**src/rar_cfg.svh**
```systemverilog
// constants for the return and rotate execution block
// assumes inclusion by bare name from the design modules
`ifndef RAR_CFG_SVH
`define RAR_CFG_SVH

// data path widths
`define RAR_DATA_W      8
`define RAR_FADDR_W     7
`define RAR_PC_W        15
// bit positions inside a data byte
`define RAR_MSB_POS     7
// instruction cycles per instruction
`define RAR_RET_CYCLES  2
`define RAR_ROT_CYCLES  1
// default system clocks per instruction cycle
`define RAR_ICYC_CLKS   4

`endif

```
**src/rar_pkg.sv**
```systemverilog
// types shared by the return and rotate execution block
// assumes nothing beyond a SystemVerilog compiler
package rar_pkg;

  // operation offered by instruction decode
  typedef enum logic [1:0] {
    OP_NONE,
    OP_RETURN_WITH_LITERAL,
    OP_RETURN,
    OP_ROTATE_LEFT_CARRY
  } op_t;

  // execution sequencer states
  typedef enum logic {
    ST_IDLE,
    ST_RET_WAIT
  } state_t;

endpackage : rar_pkg

```
**src/icyc_divider.sv**
```systemverilog
// instruction cycle divider: one-clock tick every DIV system clocks
// assumes a free running sys_clk_i and synchronous active low reset
`timescale 1ns/10ps
`include "rar_cfg.svh"

module icyc_divider #(
  parameter int unsigned DIV = `RAR_ICYC_CLKS
) (
  // clock and reset
  input  wire logic sys_clk_i,
  input  wire logic rst_n_i,
  // instruction cycle enable
  output logic      tick_o
);

  localparam int CW = (DIV > 1) ? $clog2(DIV) : 1;

  logic [CW-1:0] cnt_ff;
  logic [CW-1:0] nxt_cnt;
  logic          tick_ff;
  logic          nxt_tick;

  // wrap counter, tick on the last count
  always_comb begin
    nxt_tick = (cnt_ff == CW'(DIV - 1));
    nxt_cnt  = nxt_tick ? '0 : cnt_ff + CW'(1);
  end

  always_ff @(posedge sys_clk_i) begin
    if (!rst_n_i) begin
      cnt_ff  <= '0;
      tick_ff <= 1'b0;
    end else begin
      cnt_ff  <= nxt_cnt;
      tick_ff <= nxt_tick;
    end
  end

  assign tick_o = tick_ff;

endmodule : icyc_divider

```
**src/return_and_rotate_exec.sv**
```systemverilog
// execution of return-with-literal, return and rotate-left-through-carry
// assumes decode holds issue_i/op_i stable until a tick with busy_o low,
// and that file read data and carry are valid while the op is offered
`timescale 1ns/10ps
`include "rar_cfg.svh"

module return_and_rotate_exec #(
  parameter int unsigned ICYC_CLKS = `RAR_ICYC_CLKS,
  parameter int unsigned DW        = `RAR_DATA_W,
  parameter int unsigned AW        = `RAR_FADDR_W,
  parameter int unsigned PW        = `RAR_PC_W
) (
  // clock and reset
  input  wire logic            sys_clk_i,
  input  wire logic            rst_n_i,
  // instruction decode
  input  wire logic            issue_i,
  input  wire rar_pkg::op_t    op_i,
  input  wire logic [DW-1:0]   literal_i,
  input  wire logic [AW-1:0]   f_addr_i,
  input  wire logic            dest_i,
  // operand sources
  input  wire logic [DW-1:0]   f_rdata_i,
  input  wire logic            carry_i,
  input  wire logic [PW-1:0]   stack_top_entry_i,
  // working register write
  output logic                 w_we_o,
  output logic [DW-1:0]        w_data_o,
  // file register write
  output logic                 f_we_o,
  output logic [AW-1:0]        f_addr_o,
  output logic [DW-1:0]        f_data_o,
  // program counter and stack
  output logic                 pc_load_o,
  output logic [PW-1:0]        pc_o,
  output logic                 pop_o,
  // carry flag write
  output logic                 carry_we_o,
  output logic                 carry_o,
  // sequencing
  output logic                 busy_o,
  output logic                 done_o
);

  logic            tick;
  logic            take;
  logic [DW:0]     rot;
  rar_pkg::state_t state_ff;
  rar_pkg::state_t nxt_state;
  logic            w_we_ff,  nxt_w_we;
  logic [DW-1:0]   w_dat_ff, nxt_w_dat;
  logic            f_we_ff,  nxt_f_we;
  logic [AW-1:0]   f_adr_ff, nxt_f_adr;
  logic [DW-1:0]   f_dat_ff, nxt_f_dat;
  logic            pc_ld_ff, nxt_pc_ld;
  logic [PW-1:0]   pc_ff,    nxt_pc;
  logic            pop_ff,   nxt_pop;
  logic            c_we_ff,  nxt_c_we;
  logic            c_ff,     nxt_c;
  logic            busy_ff,  nxt_busy;
  logic            done_ff,  nxt_done;

  // {carry out, result}: old msb leaves, old carry enters bit 0
  function automatic logic [DW:0] rotl_carry(input logic [DW-1:0] d, input logic cin);
    rotl_carry = {d, cin};
  endfunction : rotl_carry

  // instruction cycle enable
  icyc_divider #(
    .DIV    (ICYC_CLKS)
  ) u_div (
    .sys_clk_i (sys_clk_i),
    .rst_n_i   (rst_n_i),
    .tick_o    (tick)
  );

  // an op is taken only on a tick while idle
  assign take = tick && issue_i && (state_ff == rar_pkg::ST_IDLE);
  assign rot  = rotl_carry(f_rdata_i, carry_i);

  // sequencer and result strobes; strobes last one clock
  always_comb begin
    nxt_state = state_ff;
    nxt_w_we  = 1'b0;
    nxt_w_dat = w_dat_ff;
    nxt_f_we  = 1'b0;
    nxt_f_adr = f_adr_ff;
    nxt_f_dat = f_dat_ff;
    nxt_pc_ld = 1'b0;
    nxt_pc    = pc_ff;
    nxt_pop   = 1'b0;
    nxt_c_we  = 1'b0; // flags untouched unless rotating
    nxt_c     = c_ff;
    nxt_busy  = busy_ff;
    nxt_done  = 1'b0;
    case (state_ff)
      rar_pkg::ST_IDLE: begin
        if (take) begin
          case (op_i)
            rar_pkg::OP_RETURN_WITH_LITERAL: begin
              nxt_w_we  = 1'b1;
              nxt_w_dat = literal_i;
              nxt_pc_ld = 1'b1;
              nxt_pc    = stack_top_entry_i;
              nxt_pop   = 1'b1;
              nxt_busy  = 1'b1; // second cycle refills the fetch
              nxt_state = rar_pkg::ST_RET_WAIT;
            end
            rar_pkg::OP_RETURN: begin
              nxt_pc_ld = 1'b1;
              nxt_pc    = stack_top_entry_i;
              nxt_pop   = 1'b1;
              nxt_busy  = 1'b1;
              nxt_state = rar_pkg::ST_RET_WAIT;
            end
            rar_pkg::OP_ROTATE_LEFT_CARRY: begin
              nxt_c_we = 1'b1;
              nxt_c    = rot[DW];
              if (dest_i) begin
                nxt_f_we  = 1'b1;
                nxt_f_adr = f_addr_i;
                nxt_f_dat = rot[DW-1:0];
              end else begin
                nxt_w_we  = 1'b1;
                nxt_w_dat = rot[DW-1:0];
              end
              nxt_done = 1'b1; // single instruction cycle
            end
            default: begin
              nxt_done = 1'b0;
            end
          endcase
        end
      end
      rar_pkg::ST_RET_WAIT: begin
        // second instruction cycle ends on the next tick
        if (tick) begin
          nxt_busy  = 1'b0;
          nxt_done  = 1'b1;
          nxt_state = rar_pkg::ST_IDLE;
        end
      end
      default: begin
        nxt_state = rar_pkg::ST_IDLE;
        nxt_busy  = 1'b0;
      end
    endcase
  end

  always_ff @(posedge sys_clk_i) begin
    if (!rst_n_i) begin
      state_ff <= rar_pkg::ST_IDLE;
      w_we_ff  <= 1'b0;
      w_dat_ff <= '0;
      f_we_ff  <= 1'b0;
      f_adr_ff <= '0;
      f_dat_ff <= '0;
      pc_ld_ff <= 1'b0;
      pc_ff    <= '0;
      pop_ff   <= 1'b0;
      c_we_ff  <= 1'b0;
      c_ff     <= 1'b0;
      busy_ff  <= 1'b0;
      done_ff  <= 1'b0;
    end else begin
      state_ff <= nxt_state;
      w_we_ff  <= nxt_w_we;
      w_dat_ff <= nxt_w_dat;
      f_we_ff  <= nxt_f_we;
      f_adr_ff <= nxt_f_adr;
      f_dat_ff <= nxt_f_dat;
      pc_ld_ff <= nxt_pc_ld;
      pc_ff    <= nxt_pc;
      pop_ff   <= nxt_pop;
      c_we_ff  <= nxt_c_we;
      c_ff     <= nxt_c;
      busy_ff  <= nxt_busy;
      done_ff  <= nxt_done;
    end
  end

  // outputs straight from flops
  assign w_we_o     = w_we_ff;
  assign w_data_o   = w_dat_ff;
  assign f_we_o     = f_we_ff;
  assign f_addr_o   = f_adr_ff;
  assign f_data_o   = f_dat_ff;
  assign pc_load_o  = pc_ld_ff;
  assign pc_o       = pc_ff;
  assign pop_o      = pop_ff;
  assign carry_we_o = c_we_ff;
  assign carry_o    = c_ff;
  assign busy_o     = busy_ff;
  assign done_o     = done_ff;

  // done of a return lands one clock after the tick that closes its second cycle
  localparam int RET_LAT = ICYC_CLKS + 1;
endmodule : return_and_rotate_exec

```
**config.mk**
```make
export PLATFORM = sky130hd
export DESIGN_NAME = return_and_rotate_exec
export DESIGN_NICKNAME = d
export VERILOG_FILES = /design/src/rar_pkg.sv /design/src/icyc_divider.sv /design/src/return_and_rotate_exec.sv
export VERILOG_INCLUDE_DIRS = /design/src
export SDC_FILE = /design/constraint.sdc
export NUM_CORES = 1
export LEC_CHECK = 0
export ABC_AREA = 1
export ABC_CLOCK_PERIOD_IN_PS = 1800
export BUFFER_PORTS_ARGS = -buffer_cell sky130_fd_sc_hd__buf_2
export CAP_MARGIN = 10
export CORE_MARGIN = 1.5
export CORE_UTILIZATION = 50
export DETAILED_ROUTE_END_ITERATION = 12
export PLACE_DENSITY_LB_ADDON = 0.12
export SYNTH_ARGS = -nofsm -noshare
export SYNTH_HDL_FRONTEND = slang
export SYNTH_HIERARCHICAL = 1
export SYNTH_SLANG_ARGS = --single-unit
```
**constraint.sdc**
```tcl
create_clock -name sys_clk_i -period 1.8 [get_ports sys_clk_i]
set_input_delay 0.09 -clock sys_clk_i [delete_from_list [all_inputs] [get_ports sys_clk_i]]
set_output_delay 0.09 -clock sys_clk_i [all_outputs]
set_load 0.01 [all_outputs]
```
# == Yosys cells after proc, flatten, opt, wreduce, memory -nomap -nowiden ==
# Cells that the tools add are included.
# op_classes
add_sub_neg,1
muxes,17
eq_ne,8
n_reduce_logical,13
bitwise_logic,4
# ops
op,n
one-hot mux 8 bit (2 select lines),1
two-way mux 1 bit,11
AND reduction 3 bit,3
two-way mux 8 bit,1
one-hot mux 1 bit (2 select lines),4
AND reduction 4 bit,2
== test 2 bit (second input constant),3
inequality test 2 bit (second input constant),3
OR reduction 2 bit,3
inverter 1 bit,4
OR reduction 4 bit,1
OR reduction 3 bit,1
adder 2 x 1 -> 2 bit (second input constant),1
== test 2 x 1 -> 1 bit (second input constant),1
logical AND 1 bit,2
inequality test 2 x 1 -> 1 bit (second input constant),1
nonzero test 2 bit,1
# word_totals
input_bits,45
wordCells,57
ff_bits,49
out_inout_bits,46

# == Depth between registers and ports, before layout ==
# Gate-level depths: netlist of run 1.
# logic_depth
ltp_word,5
ltp_mapped,9
depth_no_buf,8

# == Hierarchy ==
# Netlist of run 1, hierarchy kept.
# modules_own_cells
mod,area_each_um2,cells_each,seq_area_each_um2,instances
return_and_rotate_exec,1989.4,303,920.9,1
icyc_divider,98.8,11,60.1,1

# == Least setup slack after synthesis of run 1 ==
# No wires, ideal clock.
# synth_timing
path_type,input to register
from,input port op_i[1]
to,register pc_ff[10] (netlist: pc_o[10])
required_ns,1.687
t_arrival_ns,0.931
path_buffers,1
setup_ns,0.113
slack_ns,0.756
cell_stages,9
path_cell_list,inv_1 -> ha_1 -> inv_1 -> nand3_2 -> nor2_2 -> buf_4 -> nand2_1 -> nand2_1 -> nor2_1
# synth_via
elab_chain_len,3
word_cells_on_any_way,4
cone_classes,eq/ne: 2; reduce/logical: 2
# synth_rtl
item,line,source
from (decl),return_and_rotate_exec.sv:18,"input wire rar_pkg::op_t op_i,"
== test 2 bit or == test 2 x 1 -> 1 bit (tied branches),return_and_rotate_exec.sv:99,case (op_i)
OR reduction 2 bit (no source line) (*),n/a,
AND reduction 3 bit (no source line) (*),n/a,
to (signal assigned),return_and_rotate_exec.sv:173,pc_ff <= nxt_pc;
to (decl),return_and_rotate_exec.sv:56,"logic [PW-1:0] pc_ff, nxt_pc;"
# Mark *: on every way between the ends. The rest lies on a longest branch, timed or not.
# A chain may end at the register's enable or synchronous reset.

# == Worst setup path in the final report of run 1 ==
# layout_timing
from,register u_div.tick_ff (netlist: u_div/tick_o)
to,register pc_ff[3] (netlist: pc_o[3])
# layout_via
elab_chain_len,3
# layout_rtl
item,line,source
from (decl),icyc_divider.sv:20,logic tick_ff;
from (signal assigned),icyc_divider.sv:35,tick_ff <= nxt_tick;
logical AND 1 bit (2 in a row),return_and_rotate_exec.sv:78,assign take = tick && issue_i && (state_ff == rar_pkg::ST_IDLE);
AND reduction 3 bit (no source line),n/a,
# Every way passes these cells.

==> results.yml, run 1 <==
final_layout:
  syn_to_final_growth_pct: 27.38
  antenna_cells: 0
  multi_input_area_um2: 850.8
  finish.net_count: 449
  regArea_um2: 980.9
  drive_gt1_frac: 0.2693
  fillerInstances: 375
global_routing:
  grt_pass1_wl_mm: 6.762
  track_usage: 0.1938
  antenna_found_initial: 0
  grt_max_degree: 31
  overflow: 0
  grt_pass1_vias: 1620
routing:
  drt_iter0_markers: 75
  drc_errors: 0
  ant_nets: 0
  vias: 1917
  first_pass_iters: 4
  vias_per_cell: 4.251
  routedWlPerCell_um: 9.069
  drt-total-wl_mm: 4.090
clocking:
  cts_sinks: 49
  cts_buffer_depth: 2
  cts_inserted_buffers: 5
  postCtsHoldBufs: 0
  h-tree-depth: 2
  post_cts_resized: 0
  clock_latency_ns: 0.29
  clk_pin_slew_ns: 0.08
  cts_root_buf: "clkbuf_8"
  cts_tree: "built"
  post_cts_buffers: 0
sta:
  final_max_slew_viol_count: 0
  fin_worst_skew_ns: 0.007212
  max_freq_ghz: 0.8018
  fin_crit_ns: 1.247
  max_slew_margin: 0.6633
  fin_crit_sh: 0.6929
  tns_ns: 0
  hold_viol: 0
  worst_slew_pin_slew_ns: 0.5050
  rsz0062_at_grt: "false"
  setup_viol: 0
synth:
  synth_nets: 363
  synth_top_area_frac: 0.4697
  ys_ff_latch: 49
  synthTopCellsByArea: "dfxtp_1 47%, nand2_1 17%, nor2_1 15%, inv_1 8.1%, ha_1 2.4%"
  synth-edff-count: 0
  ys_warn_count: 6
  ys_seq_area_frac: 0.4697
  synth_cells: 314
  synth_area_leader_cell: "dfxtp_1"
  ys_types: 21
  yosysMostFrequentCell: "nand2_1"
  synthArstFlopShare: 0
  syn-cell-area_mm2: 0.002088
  synth_common_cells: "97 x nand2_1, 82 x nor2_1, 49 x dfxtp_1, 45 x inv_1, 8 x o21ai_0"
  ys.flop_type: "dfxtp_1"
  syn_avg_cell_area_um2: 6.650
place:
  portBuffers: 90
  hpwl_mm: 2.990
  gp_congestion: 0.8067
power:
  p_clk_frac: 0.382
  pwr-share-comb: 0.081
  ir_drop_v: 0.0005318
  switchingPower_w: 0.0004323
  p_per_area_mw_per_mm2: 773.2
  switching_share: 0.2102
  p_leak_nw: 1.540
  power_w: 0.002057
  cell_internal_pwr_w: 0.001625
  seq_power_share: 0.537
status:
  status: "complete, no violations"
min_path:
  min_path_type: "input pin to register"
setup_path:
  path_class: "register to register"
  worstPathArrival_ns: 1.43
  crit_path_start_kind: "register"
  worstPathRequired_ns: 1.99
  crit_fanout: 30
  endpoint_kind: "register"
die:
  core_area_mm2: 0.004000
  start_util: 0.5221
  num_rows: 23
  dieHeight_um: 67.63
  io_pins: 91
  die_w_um: 67.63
  dieArea_mm2: 0.004573
run:
  drv_cap: 0
[final cells by class]
class                      count  area share
multi-input combinational    204      0.3198
timing repair buffer          93      0.1778
clock inverter                 1     0.01129
sequential                    49      0.3688
inverter                      47     0.06632
tap                           50     0.02352
clock buffer                   7     0.03246
[power groups by stage]
stage	Sequential (W)	Combinational, W	Clock (W)
5_1_grt	0.00111	0.000195	0.000854
2_1_floorplan	0.00113	0.0000940	0
3_5_place_dp	0.00113	0.000167	0
3_3_place_gp	0.00113	0.000166	0
6_report	0.00110	0.000167	0.000786
4_1_cts	0.00110	0.000168	0.000812
[kinds of logic after synthesis]
logic type                 count (synthesis)  share of synthesized area
and+or+nand+nor                          187                     0.3505
buffers and inverters                     61                     0.1240
DFF                                       49                     0.4697
AOI/OAI and AO/OA                         13                    0.03176
adders and majority gates                  4                    0.02397
[worst max-delay path, cell delays in order (launching register included)]
cell,delay (ns)
dfxtp_1,0.42
nand3_2,0.15
nor2_2,0.10
buf_4,0.28
nand2_1,0.09
nand2_1,0.07
nor2_1,0.04
[sequential cells by signal, indices dropped and copies added (netlist names), 2 cells and up]
signal        count
f_addr_o          7
f_data_o          8
pc_o             15
u_div/cnt_ff      2
w_data_o          8
[through the flow]
| stage | hold slack, ns | cell area, um^2 | setup slack [ns] | instances | util |
|---|---|---|---|---|---|
| after global routing | 0.07893 | 2660 | 0.4274 | 451 | 0.6650 |
| after CTS | 0.06533 | 2660 | 0.5465 | 451 | 0.6650 |
| after floorplan | 0.1876 | 2088 | 0.7564 | 314 | - |
| after global placement | 0.3709 | 2544 | 0.4727 | 443 | 0.6359 |
| final | 0.06947 | 2660 | 0.5528 | 451 | 0.6650 |
| after detailed placement | 0.3793 | 2544 | 0.4650 | 443 | 0.6359 |
[metal layers]
metal | routed length (um) | global-route usage | vias up
li1 | - | - | 1074
met1 | 1964 | 0.2361 | 783
met3 | 272 | 0.05500 | 5
met5 | 0 | 0 | -
met2 | 1808 | 0.3223 | 55
met4 | 46 | 0.07398 | 0
[cells in the final DEF (no fill, tap or decap), drive strengths merged]
cell / n
dfxtp: 49
inv: 47
clkbuf: 7
a21oi: 4
nand2: 99
nand3: 3
ha: 4
nor2: 84
o22ai: 1
nor3: 1
bufinv: 1
o21ai: 8
buf: 93
[final timing paths]
path | startpoint | to | slack (ns) | cells past startpoint
hold reg to reg | u_div/cnt_ff[0] | u_div/cnt_ff[0] | 0.42 | 1
setup reg to reg | u_div/tick_o | pc_o[3] | 0.55 | 6
hold / removal | f_rdata_i[7] | carry_o | 0.07 | 3
setup / recovery | u_div/tick_o | pc_o[3] | 0.55 | 6
No activity file was read; power rests on OpenSTA's default activity.
==> inputs of run 2 (changes only) <==
--- a/config.mk
+++ b/config.mk
@@ -7,11 +7,11 @@
 export NUM_CORES = 1
 export LEC_CHECK = 0
 export ABC_AREA = 1
-export ABC_CLOCK_PERIOD_IN_PS = 1800
+export ABC_CLOCK_PERIOD_IN_PS = 1200
 export BUFFER_PORTS_ARGS = -buffer_cell sky130_fd_sc_hd__buf_2
 export CAP_MARGIN = 10
 export CORE_MARGIN = 1.5
-export CORE_UTILIZATION = 50
+export CORE_UTILIZATION = 47
 export DETAILED_ROUTE_END_ITERATION = 12
 export PLACE_DENSITY_LB_ADDON = 0.12
 export SYNTH_ARGS = -nofsm -noshare
==> constraint.sdc (replaced) <==
create_clock -name sys_clk_i -period 1.2 [get_ports sys_clk_i]
set_input_delay 0.06 -clock sys_clk_i [delete_from_list [all_inputs] [get_ports sys_clk_i]]
set_output_delay 0.06 -clock sys_clk_i [all_outputs]
set_load 0.01 [all_outputs]
==> run 2 against run 1 <==
Die area up 6.1%. Total power rose by 53%. Sequential power increased by 51%. Highest routed layer unchanged. Hold slack lost 0.039 ns. Critical path type unchanged.
==> results.yml, run 2 (same netlist as run 1, synthesis figures left out) <==
clocking:
  postCtsHoldBufs: 0
  cts_tree: "built"
  cts_root_buf: "clkbuf_8"
  h-tree-depth: 2
  cts_sinks: 49
  clock_latency_ns: 0.30
  cts_inserted_buffers: 5
  cts_buffer_depth: 2
  clk_pin_slew_ns: 0.08
setup_path:
  cp_slowest_stage_delay_ns: 0.38
  endpoint_kind: "register"
  worstPathCellList: "inv_4 -> nand3_4 -> nor2_4 -> clkbuf_16 -> nand2_1 -> nand2_1 -> nor2_1"
  crit_cells: 7
  crit_path_start_kind: "register"
  crit_fanout: 7
  r2r_cells: 7
  worstPathArrival_ns: 1.37
  cpMostUsedCell: "nand2_1"
  worst-path-buf-inv: 2
  path_class: "register to register"
  crit_slowest_cell: "dfxtp_4"
  setup.reg_to_reg.worst_slack_ns: 0.03
  cp_top_family: "simple AND/OR/NAND/NOR gates"
  worstPathRequired_ns: 1.40
place:
  gp_congestion: 0.8420
  portBuffers: 90
  placed_cell_area_mm2: 0.002606
  hpwl_mm: 3.072
final_layout:
  multi_input_area_um2: 888.4
  syn_to_final_growth_pct: 35.83
  regArea_um2: 985.9
  antenna_cells: 0
  design_area_mm2: 0.002836
  finish.net_count: 456
  fillerInstances: 419
  final_cell_mix: "90 x buf_2, 89 x nand2_1, 81 x nor2_1, 47 x dfxtp_1, 45 x inv_1"
  drive_gt1_frac: 0.3088
  final_common_cell: "buf_2"
  largest_reg_flops: 15
routing:
  vias_per_cell: 4.293
  ant_nets: 0
  vias: 1975
  routedWlPerCell_um: 9.600
  first_pass_iters: 4
  drt_iter0_markers: 86
  drt-total-wl_mm: 4.416
  drc_errors: 0
global_routing:
  track_usage: 0.1786
  antenna_found_initial: 0
  grt_pass1_wl_mm: 7.024
  grt_max_degree: 31
  overflow: 0
  grt_pass1_vias: 1634
sta:
  max_freq_ghz: 0.8572
  max_slew_margin: 0.8355
  fin_crit_sh: 0.9721
  hold_ws_ns: 0.03005
  rsz0062_at_grt: "true"
  fin_crit_ns: 1.167
  final_max_slew_viol_count: 0
  fin_worst_skew_ns: 0.01016
  setup_viol: 0
  worst_slew_pin_slew_ns: 0.2462
  hold_viol: 0
die:
  start_util: 0.4829
  core_area_mm2: 0.004324
  io_pins: 91
  dieArea_mm2: 0.004852
  num_rows: 24
  die_w_um: 69.66
  dieHeight_um: 69.66
min_path:
  min_path_cells: 3
  min_path_type: "input pin to register"
power:
  p_per_area_mw_per_mm2: 1108
  ir_drop_v: 0.0005036
  p_leak_nw: 1.606
run:
  drv_cap: 0
status:
  status: "complete, no violations"
[run 2: cell count changes in the layout (fill, tap and decap cells not counted), sizes merged]
cell and delta:
buf +5, clkbuf +2
[run 2: per-layer routing]
metal / GRT usage / wire length (um) / vias up
li1: - / - / 1092
met1: 0.2351 / 2088 / 825
met2: 0.2831 / 2009 / 53
met3: 0.05233 / 263 / 5
met4: 0.05769 / 55 / 0
met5: 0 / 0 / -
[run 2: path summary, 6_finish.rpt]
path                        start         endpoint
hold reg to reg   u_div/cnt_ff[0]  u_div/cnt_ff[0]
setup reg to reg         state_ff      f_data_o[0]
setup / recovery         state_ff      f_data_o[0]
hold / removal            rst_n_i         state_ff
[run 2: metrics by stage]
stage	std cells	util	setup slack, ns	power [W]	TNS (ns)
floorplan	314	-	0.1680	0.001840	0
global placement	448	0.6027	0.02447	0.001956	0
detailed placement	448	0.6027	0.01430	0.001962	0
CTS	456	0.6296	0.05751	0.003168	0
global route	460	0.6560	-0.03103	0.003269	-0.2659
finish	460	0.6560	0.03344	0.003142	0
[run 2: layout make-up]
cell class,instances,share of cell area
sequential,49,0.3476
inverter,47,0.06308
clock buffer,7,0.03044
multi-input combinational,204,0.3132
tap,52,0.02294
clock inverter,1,0.01059
timing repair buffer,100,0.2122
[run 2: what timing repair did]
item / in CTS / in global routing
setup buffers: 0 / 1
hold endpoints to repair: 0 / 0
gates resized for setup: 0 / 15
endpoints found under the setup margin: 0 / 18
[run 2: power by group]
| group | switching [W] | leakage [nW] | internal, W | total, W |
|---|---|---|---|---|
| sequential | 0.0000113 | 0.397 | 0.00164 | 0.00166 |
| clock | 0.000534 | 0.0585 | 0.000680 | 0.00121 |
| combinational | 0.000147 | 1.15 | 0.000126 | 0.000273 |
[run 2: tightest hold or removal path, cell delays in order]
cell	delay (ns)
buf_2	0.12
nand2_1	0.08
a21oi_1	0.04
==> inputs of run 3 (changes only) <==
--- a/config.mk
+++ b/config.mk
@@ -7,13 +7,14 @@
 export NUM_CORES = 1
 export LEC_CHECK = 0
 export ABC_AREA = 1
-export ABC_CLOCK_PERIOD_IN_PS = 1200
+export ABC_CLOCK_PERIOD_IN_PS = 1400
 export BUFFER_PORTS_ARGS = -buffer_cell sky130_fd_sc_hd__buf_2
 export CAP_MARGIN = 10
 export CORE_MARGIN = 1.5
-export CORE_UTILIZATION = 47
+export CORE_UTILIZATION = 50
 export DETAILED_ROUTE_END_ITERATION = 12
 export PLACE_DENSITY_LB_ADDON = 0.12
+export REMOVE_ABC_BUFFERS = 1
 export SYNTH_ARGS = -nofsm -noshare
 export SYNTH_HDL_FRONTEND = slang
 export SYNTH_HIERARCHICAL = 1
==> constraint.sdc (replaced) <==
create_clock -name sys_clk_i -period 1.4 [get_ports sys_clk_i]
set_input_delay 0.07 -clock sys_clk_i [delete_from_list [all_inputs] [get_ports sys_clk_i]]
set_output_delay 0.07 -clock sys_clk_i [all_outputs]
set_load 0.01 [all_outputs]
==> run 3 against run 2 <==
Fmax is essentially flat. Hold slack gained 0.032 ns. Register-to-register slack gained 0.20 ns. Critical endpoint is now pc_o[2]. Via count shrank 1.0%.
==> results.yml, run 3 (same netlist as run 1, synthesis figures left out) <==
status:
  status: "complete, no violations"
clocking:
  clock_latency_ns: 0.29
  post_cts_buffers: 0
  postCtsHoldBufs: 0
  cts_buffer_depth: 2
  post_cts_resized: 0
  cts_sinks: 49
  cts_tree: "built"
  clk_pin_slew_ns: 0.08
  cts_inserted_buffers: 5
  cts_root_buf: "clkbuf_8"
  h-tree-depth: 2
routing:
  vias: 1955
  routedWlPerCell_um: 8.916
  first_pass_iters: 4
  drt_iter0_markers: 50
  ant_nets: 0
  vias_per_cell: 4.306
  drc_errors: 0
  drt-total-wl_mm: 4.048
final_layout:
  drive_gt1_frac: 0.2772
  finish.net_count: 452
  syn_to_final_growth_pct: 29.54
  fillerInstances: 364
  regArea_um2: 980.9
  multi_input_area_um2: 850.8
  largest_reg_flops: 15
  final_common_cell: "nand2_1"
  final_cell_mix: "97 x nand2_1, 90 x buf_2, 81 x nor2_1, 49 x dfxtp_1, 45 x inv_1"
  finalNonFillerCells: 454
  design_area_mm2: 0.002705
  antenna_cells: 0
sta:
  fin_crit_sh: 0.8331
  setup_viol: 0
  max_slew_margin: 0.7401
  fin_crit_ns: 1.166
  hold_viol: 0
  setup_ws_ns: 0.2337
  max_freq_ghz: 0.8574
  hold_ws_ns: 0.06242
  rsz0062_at_grt: "false"
  worst_slew_pin_slew_ns: 0.3898
  fin_worst_skew_ns: 0.004163
  final_max_slew_viol_count: 0
die:
  dieHeight_um: 67.63
  io_pins: 91
  num_rows: 23
  core_area_mm2: 0.004000
  start_util: 0.5221
  dieArea_mm2: 0.004573
  die_w_um: 67.63
setup_path:
  worstPathArrival_ns: 1.36
  crit_fanout: 30
  rr_startpoint: "u_div/tick_o"
  r2r_end: "pc_o[2]"
  worstPathRequired_ns: 1.59
  endpoint_kind: "register"
  path_class: "register to register"
  setup.reg_to_reg.worst_slack_ns: 0.23
  r2r_cells: 6
  crit_path_start_kind: "register"
global_routing:
  grt_pass1_wl_mm: 6.292
  grt_pass1_vias: 1531
  antenna_found_initial: 0
  overflow: 0
  track_usage: 0.1829
  grt_max_degree: 31
power:
  p_leak_nw: 1.560
  power_w: 0.002529
  p_per_area_mw_per_mm2: 934.8
  ir_drop_v: 0.0006400
run:
  drv_cap: 0
place:
  portBuffers: 90
  placed_cell_area_mm2: 0.002604
  dp_worst_setup_slack_ns: 0.1322
  gp_congestion: 0.8374
  hpwl_mm: 3.031
  dp_cells: 446
min_path:
  min_path_type: "input pin to register"
  hold_end: "carry_o"
  worst_hold_startpoint: "f_rdata_i[7]"
  min_path_cells: 3
run 3: worst max path at each step:
stage                 start          end  slack, ns
3_3_place_gp        op_i[0]      pc_o[3]       0.17
5_1_grt        u_div/tick_o     pc_o[10]       0.12
3_5_place_dp        op_i[1]      pc_o[7]       0.13
6_report       u_div/tick_o      pc_o[2]       0.23
4_1_cts        u_div/tick_o      pc_o[7]       0.23
2_1_floorplan      state_ff  f_addr_o[0]      -0.34
run 3: routing by layer:
| layer | share of wire | track usage | vias up |
|---|---|---|---|
| met2 | 0.46 | 0.3199 | 60 |
| met1 | 0.46 | 0.2019 | 807 |
| met3 | 0.069 | 0.07000 | 4 |
| li1 | - | - | 1084 |
| met5 | 0 | 0 | - |
| met4 | 0.0099 | 0.06122 | 0 |
run 3: cell type report:
class                           count  share of cell area
Clock buffer                        7             0.03562
Clock inverter                      1            0.001850
Inverter                           47             0.06522
Multi-Input combinational cell    204              0.3145
Sequential cell                    49              0.3626
Tap cell                           50             0.02313
Timing Repair Buffer               96              0.1970
run 3: per-stage QoR:
step	utilization	setup TNS, ns
after floorplan	-	-5.612
after global placement	0.6509	0
after detailed placement	0.6509	0
after CTS	0.6763	0
after global routing	0.6763	0
final	0.6763	0
run 3: where the power goes:
group / switching (W) / leakage [nW] / total, W / internal (W)
registers: 0.00000896 / 0.395 / 0.00142 / 0.00141
clock network: 0.000437 / 0.0542 / 0.000884 / 0.000447
logic: 0.000119 / 1.11 / 0.000225 / 0.000106
total: 0.000565 / 1.56 / 0.00253 / 0.00196
run 3: worst max-delay path, cell delays in order, from the launching register on:
cell	delay (ns)
dfxtp_1	0.42
nand3_2	0.15
nor2_2	0.15
buf_12	0.18
nand2_1	0.07
nand2_1	0.06
nor2_1	0.03
